`src/design/sob_pkg.sv`:
```
package sob_pkg;
  // ----------------------------------------------------------------
  // Register map (byte addresses)
  // ----------------------------------------------------------------
  localparam logic [7:0] OFS_OPTION = 8'h00;
  localparam logic [7:0] OFS_BAUD = 8'h04;
  localparam logic [7:0] OFS_FLAGS = 8'h08;
  localparam logic [7:0] OFS_IRQ_STATUS = 8'h0C;
  localparam logic [7:0] OFS_IRQ_MASK = 8'h10;
  // ----------------------------------------------------------------
  // Field positions and implemented-bit masks
  // ----------------------------------------------------------------
  localparam int OPT_FAULT_EN_BIT = 4;
  localparam int OPT_SW_OE_BIT = 3;
  localparam int OPT_WAIT_STOP_BIT = 1;
  localparam int OPT_SW_SEL_BIT = 0;
  localparam logic [7:0] OPT_IMPL_MASK = 8'h1B;
  localparam int BAUD_PRESC_LSB = 4;
  localparam int BAUD_RATE_LSB = 0;
  localparam logic [7:0] BAUD_IMPL_MASK = 8'h77;
  localparam int FLAG_RXFULL_BIT = 7;
  localparam int FLAG_TXEMPTY_BIT = 5;
  localparam int FLAG_FAULT_BIT = 4;
  localparam int IRQ_RX_BIT = 0;
  localparam int IRQ_FAULT_BIT = 1;
  // ----------------------------------------------------------------
  // Reset values and bus answers
  // ----------------------------------------------------------------
  localparam logic [7:0] OPTION_RST = 8'h00;
  localparam logic [7:0] BAUD_RST = 8'h00;
  localparam logic [1:0] IRQ_RST = 2'h0;
  localparam logic [1:0] RESP_OKAY = 2'h0;
  localparam logic [1:0] RESP_SLVERR = 2'h2;
endpackage : sob_pkg

```
`src/design/sob_top.sv`:
```
// Behaviour
// - Option bits 7,6,5,2 read zero
// - Slave: fault enable ignored, select pin input
// - Master without fault enable: release select pin
// - Master with fault enable: fault input or output
// - Output enable chooses fault input or auto output
// - Fault flag only for master fault-input low
// - Single-wire: output enable drives shared pin
// - Single-wire: master uses MOSI, slave MISO
// - Two-pin mode: single-wire enable ignored
// - Pin control bit zero selects single-wire
// - Wait-stop bit halts clocks in wait
// - Prescaler divides by field plus one
// - Prescaler output clocks the rate divider
// - Rate divider divides by two to field+1
// - Baud register accessible at any time
// - Flags bits 6,3,2,1,0 read zero
// - Writes to flags change nothing
// - Transfer completion sets receive full flag
`timescale 1ns/1ps
`default_nettype none
module sob_top #(
  parameter int ADDR_W = 8
) (
  input wire logic aclk,
  input wire logic aresetn,
  input wire logic [ADDR_W-1:0] s_axi_awaddr,
  input wire logic s_axi_awvalid,
  output logic s_axi_awready,
  input wire logic [31:0] s_axi_wdata,
  input wire logic [3:0] s_axi_wstrb,
  input wire logic s_axi_wvalid,
  output logic s_axi_wready,
  output logic [1:0] s_axi_bresp,
  output logic s_axi_bvalid,
  input wire logic s_axi_bready,
  input wire logic [ADDR_W-1:0] s_axi_araddr,
  input wire logic s_axi_arvalid,
  output logic s_axi_arready,
  output logic [31:0] s_axi_rdata,
  output logic [1:0] s_axi_rresp,
  output logic s_axi_rvalid,
  input wire logic s_axi_rready,
  input wire logic spi_enable,
  input wire logic master_select,
  input wire logic select_output_enable,
  input wire logic transfer_active,
  input wire logic transfer_done,
  input wire logic receive_clear,
  input wire logic fault_clear,
  input wire logic transmit_empty,
  input wire logic wait_mode,
  input wire logic shift_out,
  output logic shift_in,
  output logic slave_select_n,
  output logic bit_clock,
  output logic clocks_run,
  output logic irq,
  input wire logic ss_n_in,
  output logic ss_n_out,
  output logic ss_n_oe,
  input wire logic mosi_in,
  output logic mosi_out,
  output logic mosi_oe,
  input wire logic miso_in,
  output logic miso_out,
  output logic miso_oe
);

  typedef struct packed {
    logic [7:0] aw_addr;
    logic aw_got;
    logic w_got;
    logic [7:0] w_byte;
    logic w_lane0;
    logic awready;
    logic wready;
    logic bvalid;
    logic [1:0] bresp;
    logic arready;
    logic rvalid;
    logic [31:0] rdata;
    logic [1:0] rresp;
    logic [7:0] option;
    logic [7:0] baud;
    logic rx_full;
    logic fault;
    logic [1:0] irq_status;
    logic [1:0] irq_mask;
    logic irq;
    logic ss_meta;
    logic ss_sync;
    logic mosi_meta;
    logic mosi_sync;
    logic miso_meta;
    logic miso_sync;
    logic ss_out;
    logic ss_oe;
    logic mosi_out;
    logic mosi_oe;
    logic miso_out;
    logic miso_oe;
    logic shift_in;
    logic slave_select_n;
    logic [2:0] presc_cnt;
    logic [7:0] rate_cnt;
    logic bit_clock;
    logic clocks_run;
  } sob_state_s;

  sob_state_s st;
  sob_state_s next_st;

  logic [7:0] rd_addr;
  logic do_write;
  logic [2:0] presc_field;
  logic [2:0] rate_field;
  logic [7:0] half_period;
  logic master_on;
  logic single_wire;
  logic fault_en;
  logic fault_input;
  logic presc_tick;

  assign rd_addr = s_axi_araddr[7:0];
  assign do_write = st.aw_got && st.w_got && !st.bvalid;
  assign presc_field = st.baud[sob_pkg::BAUD_PRESC_LSB +: 3];
  assign rate_field = st.baud[sob_pkg::BAUD_RATE_LSB +: 3];
  assign half_period = 8'h01 << rate_field;
  assign master_on = spi_enable && master_select;
  assign single_wire = st.option[sob_pkg::OPT_SW_SEL_BIT];
  assign fault_en = st.option[sob_pkg::OPT_FAULT_EN_BIT];
  assign fault_input = master_on && fault_en && !select_output_enable;
  assign presc_tick = (st.presc_cnt == presc_field);

  // ----------------------------------------------------------------
  // Next-state logic
  // ----------------------------------------------------------------
  always_comb begin
    next_st = st;
    // Two flip-flops before any pin is used
    next_st.ss_meta = ss_n_in;
    next_st.ss_sync = st.ss_meta;
    next_st.mosi_meta = mosi_in;
    next_st.mosi_sync = st.mosi_meta;
    next_st.miso_meta = miso_in;
    next_st.miso_sync = st.miso_meta;

    // Write channel: address and data taken in either order
    if (s_axi_awvalid && st.awready) begin
      next_st.aw_addr = s_axi_awaddr[7:0];
      next_st.aw_got = 1'b1;
    end
    if (s_axi_wvalid && st.wready) begin
      next_st.w_byte = s_axi_wdata[7:0];
      next_st.w_lane0 = s_axi_wstrb[0];
      next_st.w_got = 1'b1;
    end
    if (st.bvalid && s_axi_bready) begin
      next_st.bvalid = 1'b0;
    end
    if (do_write) begin
      next_st.aw_got = 1'b0;
      next_st.w_got = 1'b0;
      next_st.bvalid = 1'b1;
      next_st.bresp = sob_pkg::RESP_OKAY;
      unique case (st.aw_addr)
        sob_pkg::OFS_OPTION: begin
          if (st.w_lane0) begin
            next_st.option = st.w_byte & sob_pkg::OPT_IMPL_MASK;
          end
        end
        sob_pkg::OFS_BAUD: begin
          if (st.w_lane0) begin
            next_st.baud = st.w_byte & sob_pkg::BAUD_IMPL_MASK;
          end
        end
        sob_pkg::OFS_FLAGS: begin
        end
        sob_pkg::OFS_IRQ_STATUS: begin
          if (st.w_lane0) begin
            next_st.irq_status = st.irq_status & ~st.w_byte[1:0];
          end
        end
        sob_pkg::OFS_IRQ_MASK: begin
          if (st.w_lane0) begin
            next_st.irq_mask = st.w_byte[1:0];
          end
        end
        default: begin
          next_st.bresp = sob_pkg::RESP_SLVERR;
        end
      endcase
    end
    next_st.awready = !next_st.aw_got && !next_st.bvalid;
    next_st.wready = !next_st.w_got && !next_st.bvalid;

    // Read channel: one read at a time, answer the cycle after
    if (st.rvalid && s_axi_rready) begin
      next_st.rvalid = 1'b0;
    end
    if (s_axi_arvalid && st.arready) begin
      next_st.rvalid = 1'b1;
      next_st.rresp = sob_pkg::RESP_OKAY;
      next_st.rdata = 32'h0000_0000;
      unique case (rd_addr)
        sob_pkg::OFS_OPTION: next_st.rdata[7:0] = st.option & sob_pkg::OPT_IMPL_MASK;
        sob_pkg::OFS_BAUD: next_st.rdata[7:0] = st.baud & sob_pkg::BAUD_IMPL_MASK;
        sob_pkg::OFS_FLAGS: begin
          next_st.rdata[sob_pkg::FLAG_RXFULL_BIT] = st.rx_full;
          next_st.rdata[sob_pkg::FLAG_TXEMPTY_BIT] = transmit_empty;
          next_st.rdata[sob_pkg::FLAG_FAULT_BIT] = st.fault;
        end
        sob_pkg::OFS_IRQ_STATUS: next_st.rdata[1:0] = st.irq_status;
        sob_pkg::OFS_IRQ_MASK: next_st.rdata[1:0] = st.irq_mask;
        default: next_st.rresp = sob_pkg::RESP_SLVERR;
      endcase
    end
    next_st.arready = !next_st.rvalid;

    // Flags: a set in the same cycle as a clear wins
    if (receive_clear) begin
      next_st.rx_full = 1'b0;
    end
    if (transfer_done) begin
      next_st.rx_full = 1'b1;
      next_st.irq_status[sob_pkg::IRQ_RX_BIT] = 1'b1;
    end
    if (fault_clear) begin
      next_st.fault = 1'b0;
    end
    if (fault_input && !st.ss_sync) begin
      next_st.fault = 1'b1;
      next_st.irq_status[sob_pkg::IRQ_FAULT_BIT] = 1'b1;
    end
    next_st.irq = |(next_st.irq_status & next_st.irq_mask);

    next_st.ss_oe = 1'b0;
    next_st.ss_out = 1'b1;
    next_st.slave_select_n = st.ss_sync;
    if (master_on) begin
      next_st.slave_select_n = 1'b1;
      if (fault_en && select_output_enable) begin
        next_st.ss_oe = 1'b1;
        next_st.ss_out = !transfer_active;
      end
    end

    // Data pins; disabled module drives nothing
    next_st.mosi_oe = 1'b0;
    next_st.miso_oe = 1'b0;
    next_st.mosi_out = shift_out;
    next_st.miso_out = shift_out;
    next_st.shift_in = 1'b0;
    if (spi_enable) begin
      if (single_wire) begin
        // master on MOSI, slave on MISO
        if (master_select) begin
          next_st.mosi_oe = st.option[sob_pkg::OPT_SW_OE_BIT];
          next_st.shift_in = st.mosi_sync;
        end else begin
          next_st.miso_oe = st.option[sob_pkg::OPT_SW_OE_BIT];
          next_st.shift_in = st.miso_sync;
        end
      end else begin
        if (master_select) begin
          next_st.mosi_oe = 1'b1;
          next_st.shift_in = st.miso_sync;
        end else begin
          next_st.miso_oe = !st.ss_sync;
          next_st.shift_in = st.mosi_sync;
        end
      end
    end

    // clocks stop in wait when set
    next_st.clocks_run = !(wait_mode && st.option[sob_pkg::OPT_WAIT_STOP_BIT]);

    // Bit clock: counters freeze in wait so a transfer resumes intact
    if (!master_on) begin
      next_st.presc_cnt = 3'h0;
      next_st.rate_cnt = 8'h00;
      next_st.bit_clock = 1'b0;
    end else if (st.clocks_run) begin
      next_st.presc_cnt = presc_tick ? 3'h0 : st.presc_cnt + 3'h1;
      if (presc_tick) begin
        if (st.rate_cnt >= half_period - 8'h01) begin
          next_st.rate_cnt = 8'h00;
          next_st.bit_clock = !st.bit_clock;
        end else begin
          next_st.rate_cnt = st.rate_cnt + 8'h01;
        end
      end
    end
  end

  // ----------------------------------------------------------------
  // State register
  // ----------------------------------------------------------------
  always_ff @(posedge aclk) begin
    if (!aresetn) begin
      st <= '0;
      st.option <= sob_pkg::OPTION_RST;
      st.baud <= sob_pkg::BAUD_RST;
      st.irq_status <= sob_pkg::IRQ_RST;
      st.irq_mask <= sob_pkg::IRQ_RST;
      st.ss_meta <= 1'b1;
      st.ss_sync <= 1'b1;
      st.ss_out <= 1'b1;
      st.slave_select_n <= 1'b1;
      st.clocks_run <= 1'b1;
    end else begin
      st <= next_st;
    end
  end

  assign s_axi_awready = st.awready;
  assign s_axi_wready = st.wready;
  assign s_axi_bvalid = st.bvalid;
  assign s_axi_bresp = st.bresp;
  assign s_axi_arready = st.arready;
  assign s_axi_rvalid = st.rvalid;
  assign s_axi_rdata = st.rdata;
  assign s_axi_rresp = st.rresp;
  assign shift_in = st.shift_in;
  assign slave_select_n = st.slave_select_n;
  assign bit_clock = st.bit_clock;
  assign clocks_run = st.clocks_run;
  assign irq = st.irq;
  assign ss_n_out = st.ss_out;
  assign ss_n_oe = st.ss_oe;
  assign mosi_out = st.mosi_out;
  assign mosi_oe = st.mosi_oe;
  assign miso_out = st.miso_out;
  assign miso_oe = st.miso_oe;

  // Helper: cycles since last bit clock toggle, valid only with stable setup
  logic [11:0] half_cnt;
  logic half_ok;
  always_ff @(posedge aclk) begin
    if (!aresetn || !master_on || !st.clocks_run || do_write) begin
      half_cnt <= 12'h000;
      half_ok <= 1'b0;
    end else if (st.bit_clock != next_st.bit_clock) begin
      half_cnt <= 12'h000;
      half_ok <= 1'b1;
    end else begin
      half_cnt <= half_cnt + 12'h001;
    end
  end
endmodule : sob_top
`default_nettype wire

```
`config.mk`:
```
export PLATFORM = sky130hd
export DESIGN_NAME = sob_top
export DESIGN_NICKNAME = d
export VERILOG_FILES = /design/src/design/sob_pkg.sv /design/src/design/sob_top.sv
export SDC_FILE = /design/constraint.sdc
export NUM_CORES = 1
export LEC_CHECK = 0
export BUFFER_PORTS_ARGS = -buffer_cell sky130_fd_sc_hd__buf_2
export CAP_MARGIN = 20
export CORE_ASPECT_RATIO = 0.8
export CORE_MARGIN = 3
export CORE_UTILIZATION = 50
export DETAILED_ROUTE_END_ITERATION = 12
export PLACE_DENSITY = 0.8
export SLEW_MARGIN = 10
export SYNTH_ARGS = -nofsm -noshare
export SYNTH_HDL_FRONTEND = slang
export SYNTH_SLANG_ARGS = --single-unit
```
`constraint.sdc`:
```
create_clock -name aclk -period 3.6 [get_ports aclk]
set_clock_uncertainty 0.1 [all_clocks]
set_input_delay 0.72 -clock aclk [delete_from_list [all_inputs] [get_ports aclk]]
set_output_delay 0.72 -clock aclk [all_outputs]
set_load 0.05 [all_outputs]
```
==> flow_summary.yaml <==
global_routing:
  grt_overflow_total: 0
  grt_util_all_layers_pct: 18.8
  first_global_vias: 2647
  grt_first_pass_wirelength_mm: 12.2
  grt_max_degree: 24
  number_of_antenna_violations_at_the_first_check_in_global_routing: 0
synth:
  netlist-cell-type-count: 52
  synth.ff_latch_count: 76
  synth_async_sr_flop_share_pct: 0
  synthesis.yosys.warnings: 0
  syn-cell-area_mm2: 0.00361
  syn-mean-instance-area_um2: 8.74
  dominant_register_cell_in_the_synthesized_netlist: "dfxtp_1"
  netlist_instances: 413
  synth.yosys.seq_area_share_pct: 42.1
  synth-edff-count: 0
setup_path:
  crit_path_start: "rate_field[0]$_SDFFE_PN0P_"
  worst_path_largest_cell_delay_ns: 0.58
  r2r_slack_ns: 0.51
  r2r-end: "st[8]$_SDFFE_PN0P_"
  slowest_stage_cell_crit_path: "o211ai_1"
  start_kind: "flip-flop"
  cp-end-kind: "flip-flop"
  worstSetupPathType: "reg2reg"
  worstPathArrival_ns: 3.19
  setup.worst_path.end: "st[8]$_SDFFE_PN0P_"
  crit_required_ns: 3.70
  critical_path_peak_fanout: 8
  critical_path.reg2reg.startpoint: "rate_field[0]$_SDFFE_PN0P_"
  worstRegToRegCells: 10
  critical-path-top-cell-by-count: "ha_1"
  crit_chain: "or3_1 -> ha_1 -> nor3_1 -> a21o_1 -> a21oi_1 -> ha_1 -> nand2_1 -> a211o_1 -> o211ai_1 -> a22oi_1"
clock_tree:
  clk-insertion-delay-late_ns: 0.35
  post-cts-setup-buffers: 0
  numClockSinks: 76
  cts_tree: "built"
  cts_resized: 0
  cts_made_buffers: 9
  cts.hold.buffers_added: 0
  clk_pin_slew_worst_paths_ns: 0.08
  clock_tree.htree_level_count: 3
  cts-root-to-sink-buffers: 2
  cts_root_buffer: "clkbuf_8"
placement:
  port_buf_inserts: 69
  routabilityCongestion: 0.872
  hpwl_dp_mm: 5.79
route:
  post_drt_wl_per_cell_um: 13.9
  firstDrtPassIters: 4
  first_iter_violations: 106
  drt.antenna.violating_nets: 0
  remaining_drc_errors: 0
  vias_per_cell: 5.32
  postRouteWirelength_mm: 7.76
  via_count: 2960
power:
  power.clock.fraction_pct: 38.3
  comb_power_share_pct: 11.5
  worst_ir_drop_vdd_v: 0.000314
  report.power.total_mw: 1.75
  fraction_of_power_spent_switching_nets_pct: 28.1
  internal_power_mw: 1.26
  power_switching_uw: 492
  power.sequential.fraction_pct: 50.3
  leakage_nw: 1.63
  power-per-cell-area_mw_per_mm2: 433
floorplanning:
  fp.coreArea_mm2: 0.00696
  io-pin-count: 124
  die-area_mm2: 0.00828
  die_y_um: 82.0
  floorplan.rows: 27
  floorplan.initialDensity_pct: 51.9
  dieWidth_um: 101
sta:
  final_min_period_over_clock_period_pct: 85.8
  tns_ns: 0
  max_slew_margin_pct: 41.2
  setup_viol: 0
  fmax_mhz: 324
  worst_slew_pin_tran_ns: 0.874
  rsz0062_at_grt: "no"
  min_period_ns: 3.09
  hold_viol: 0
  finalMaxSlewViolations: 0
  whs_ns: 0.320
worst_hold_path:
  timing.hold.worst.class: "reg2reg"
  number_of_cells_on_the_worst_hold_path: 1
cells_and_area:
  fin_nets: 547
  layout.cells.most_common: "dfxtp_1"
  antenna_cells_inserted: 0
  most-common-layout-cells: "dfxtp_1 (76), buf_2 (69), nand2_1 (62)"
  layout_overhead_on_the_synthesized_area_pct: 12.0
  share_of_final_layout_standard_cells_stronger_than_drive_strength_1_pct: 19.8
  register_area_mm2: 0.00152
  multi_input_area_mm2: 0.00179
  layout.filler_cells: 632
flow_run:
  max_cap_violations: 0
outcome:
  status: "finished clean"
-- area by class of cell --
| type | count | share of cell area (%) |
|---|---|---|
| clock buffer | 10 | 3.40 |
| clock inverter | 6 | 1.76 |
| inverter | 10 | 0.929 |
| multi-input combinational | 297 | 44.4 |
| sequential | 76 | 37.6 |
| tap | 87 | 2.69 |
| timing repair buffer | 70 | 9.22 |
-- how the worst min path moves through the flow --
stage | startpoint | to | slack [ns]
2_1_floorplan | st[43]$_SDFFE_PN0P_ | clocks_run$_SDFF_PN1_ | 0.28
3_3_place_gp | next_st[25]$_SDFF_PN1_ | st[25]$_SDFF_PN1_ | 0.30
3_5_place_dp | next_st[25]$_SDFF_PN1_ | st[25]$_SDFF_PN1_ | 0.31
4_1_cts | next_st[25]$_SDFF_PN1_ | st[25]$_SDFF_PN1_ | 0.32
5_1_grt | next_st[25]$_SDFF_PN1_ | st[25]$_SDFF_PN1_ | 0.34
6_report | next_st[25]$_SDFF_PN1_ | st[25]$_SDFF_PN1_ | 0.32
-- power by group through the flow --
stage          clock network, mW  registers [mW]  logic, mW
6_report                   0.669           0.880      0.200
3_5_place_dp                   0           0.899      0.199
2_1_floorplan                  0           0.915      0.157
3_3_place_gp                   0           0.897      0.192
4_1_cts                    0.684           0.879      0.200
5_1_grt                    0.723           0.883      0.216
-- per-stage QoR --
stage | cell area [µm²] | setup WS, ns | util (%) | std cells
6_report | 4040 | 0.510 | 58.1 | 556
5_1_grt | 4040 | 0.337 | 58.1 | 556
4_1_cts | 4040 | 0.552 | 58.1 | 556
3_5_place_dp | 3830 | 0.556 | 55.1 | 540
3_3_place_gp | 3810 | 0.654 | 54.7 | 539
2_1_floorplan | 3700 | 0.751 | - | 438
-- worst max-delay path: cells and delay by family, from the launching register on --
| family | cells | cell delay, ns |
|---|---|---|
| compound gates | 5 | 1.24 |
| fa+ha+maj | 2 | 0.57 |
| flops | 1 | 0.39 |
| simple gates | 3 | 0.64 |
-- synth_stat cells, types with 9 or more instances --
| cell type | n | share of area, % |
|---|---|---|
| dfxtp_1 | 76 | 42 |
| nor2_1 | 24 | 2.5 |
| o21ai_0 | 9 | 1.2 |
| nand3_1 | 9 | 1.2 |
| and2_1 | 11 | 1.9 |
| inv_1 | 10 | 1.0 |
| clkbuf_1 | 17 | 1.8 |
| nand2_1 | 62 | 6.4 |
| ha_1 | 11 | 3.8 |
| mux2i_1 | 15 | 4.2 |
| buf_4 | 37 | 7.7 |
| a21oi_1 | 32 | 4.4 |
| or3_1 | 9 | 1.6 |
| nand4_1 | 9 | 1.6 |
-- logic make-up (layout without fill, tap and decap cells) --
kind of cell,after synthesis,after routing,synth area share [%]
AO/OA/AOI/OAI,75,75,13.2
adder cells (fa/ha/maj),11,11,3.81
XOR/XNOR,8,8,1.94
buffers and inverters,65,96,10.8
multiplexers,16,16,4.47
other,2,27,0.208
AND/OR/NAND/NOR,160,160,23.4
flip-flops,76,76,42.1
-- per-layer routing --
layer  track usage, %  vias up  share of wire (%)
li1                 -     1482                  -
met1             23.6     1371                 44
met2             30.9       96                 47
met3             6.03       11                6.9
met4             6.11        0                1.4
met5                0        -                  0
-- registers in the layout, summed over array words and instances, names as in the netlist, 3 cells and up --
name,count
presc_field,3
next_st,3
st,40
rate_field,3
s_axi_rdata,8
No activity file was read; power rests on OpenSTA's default activity.
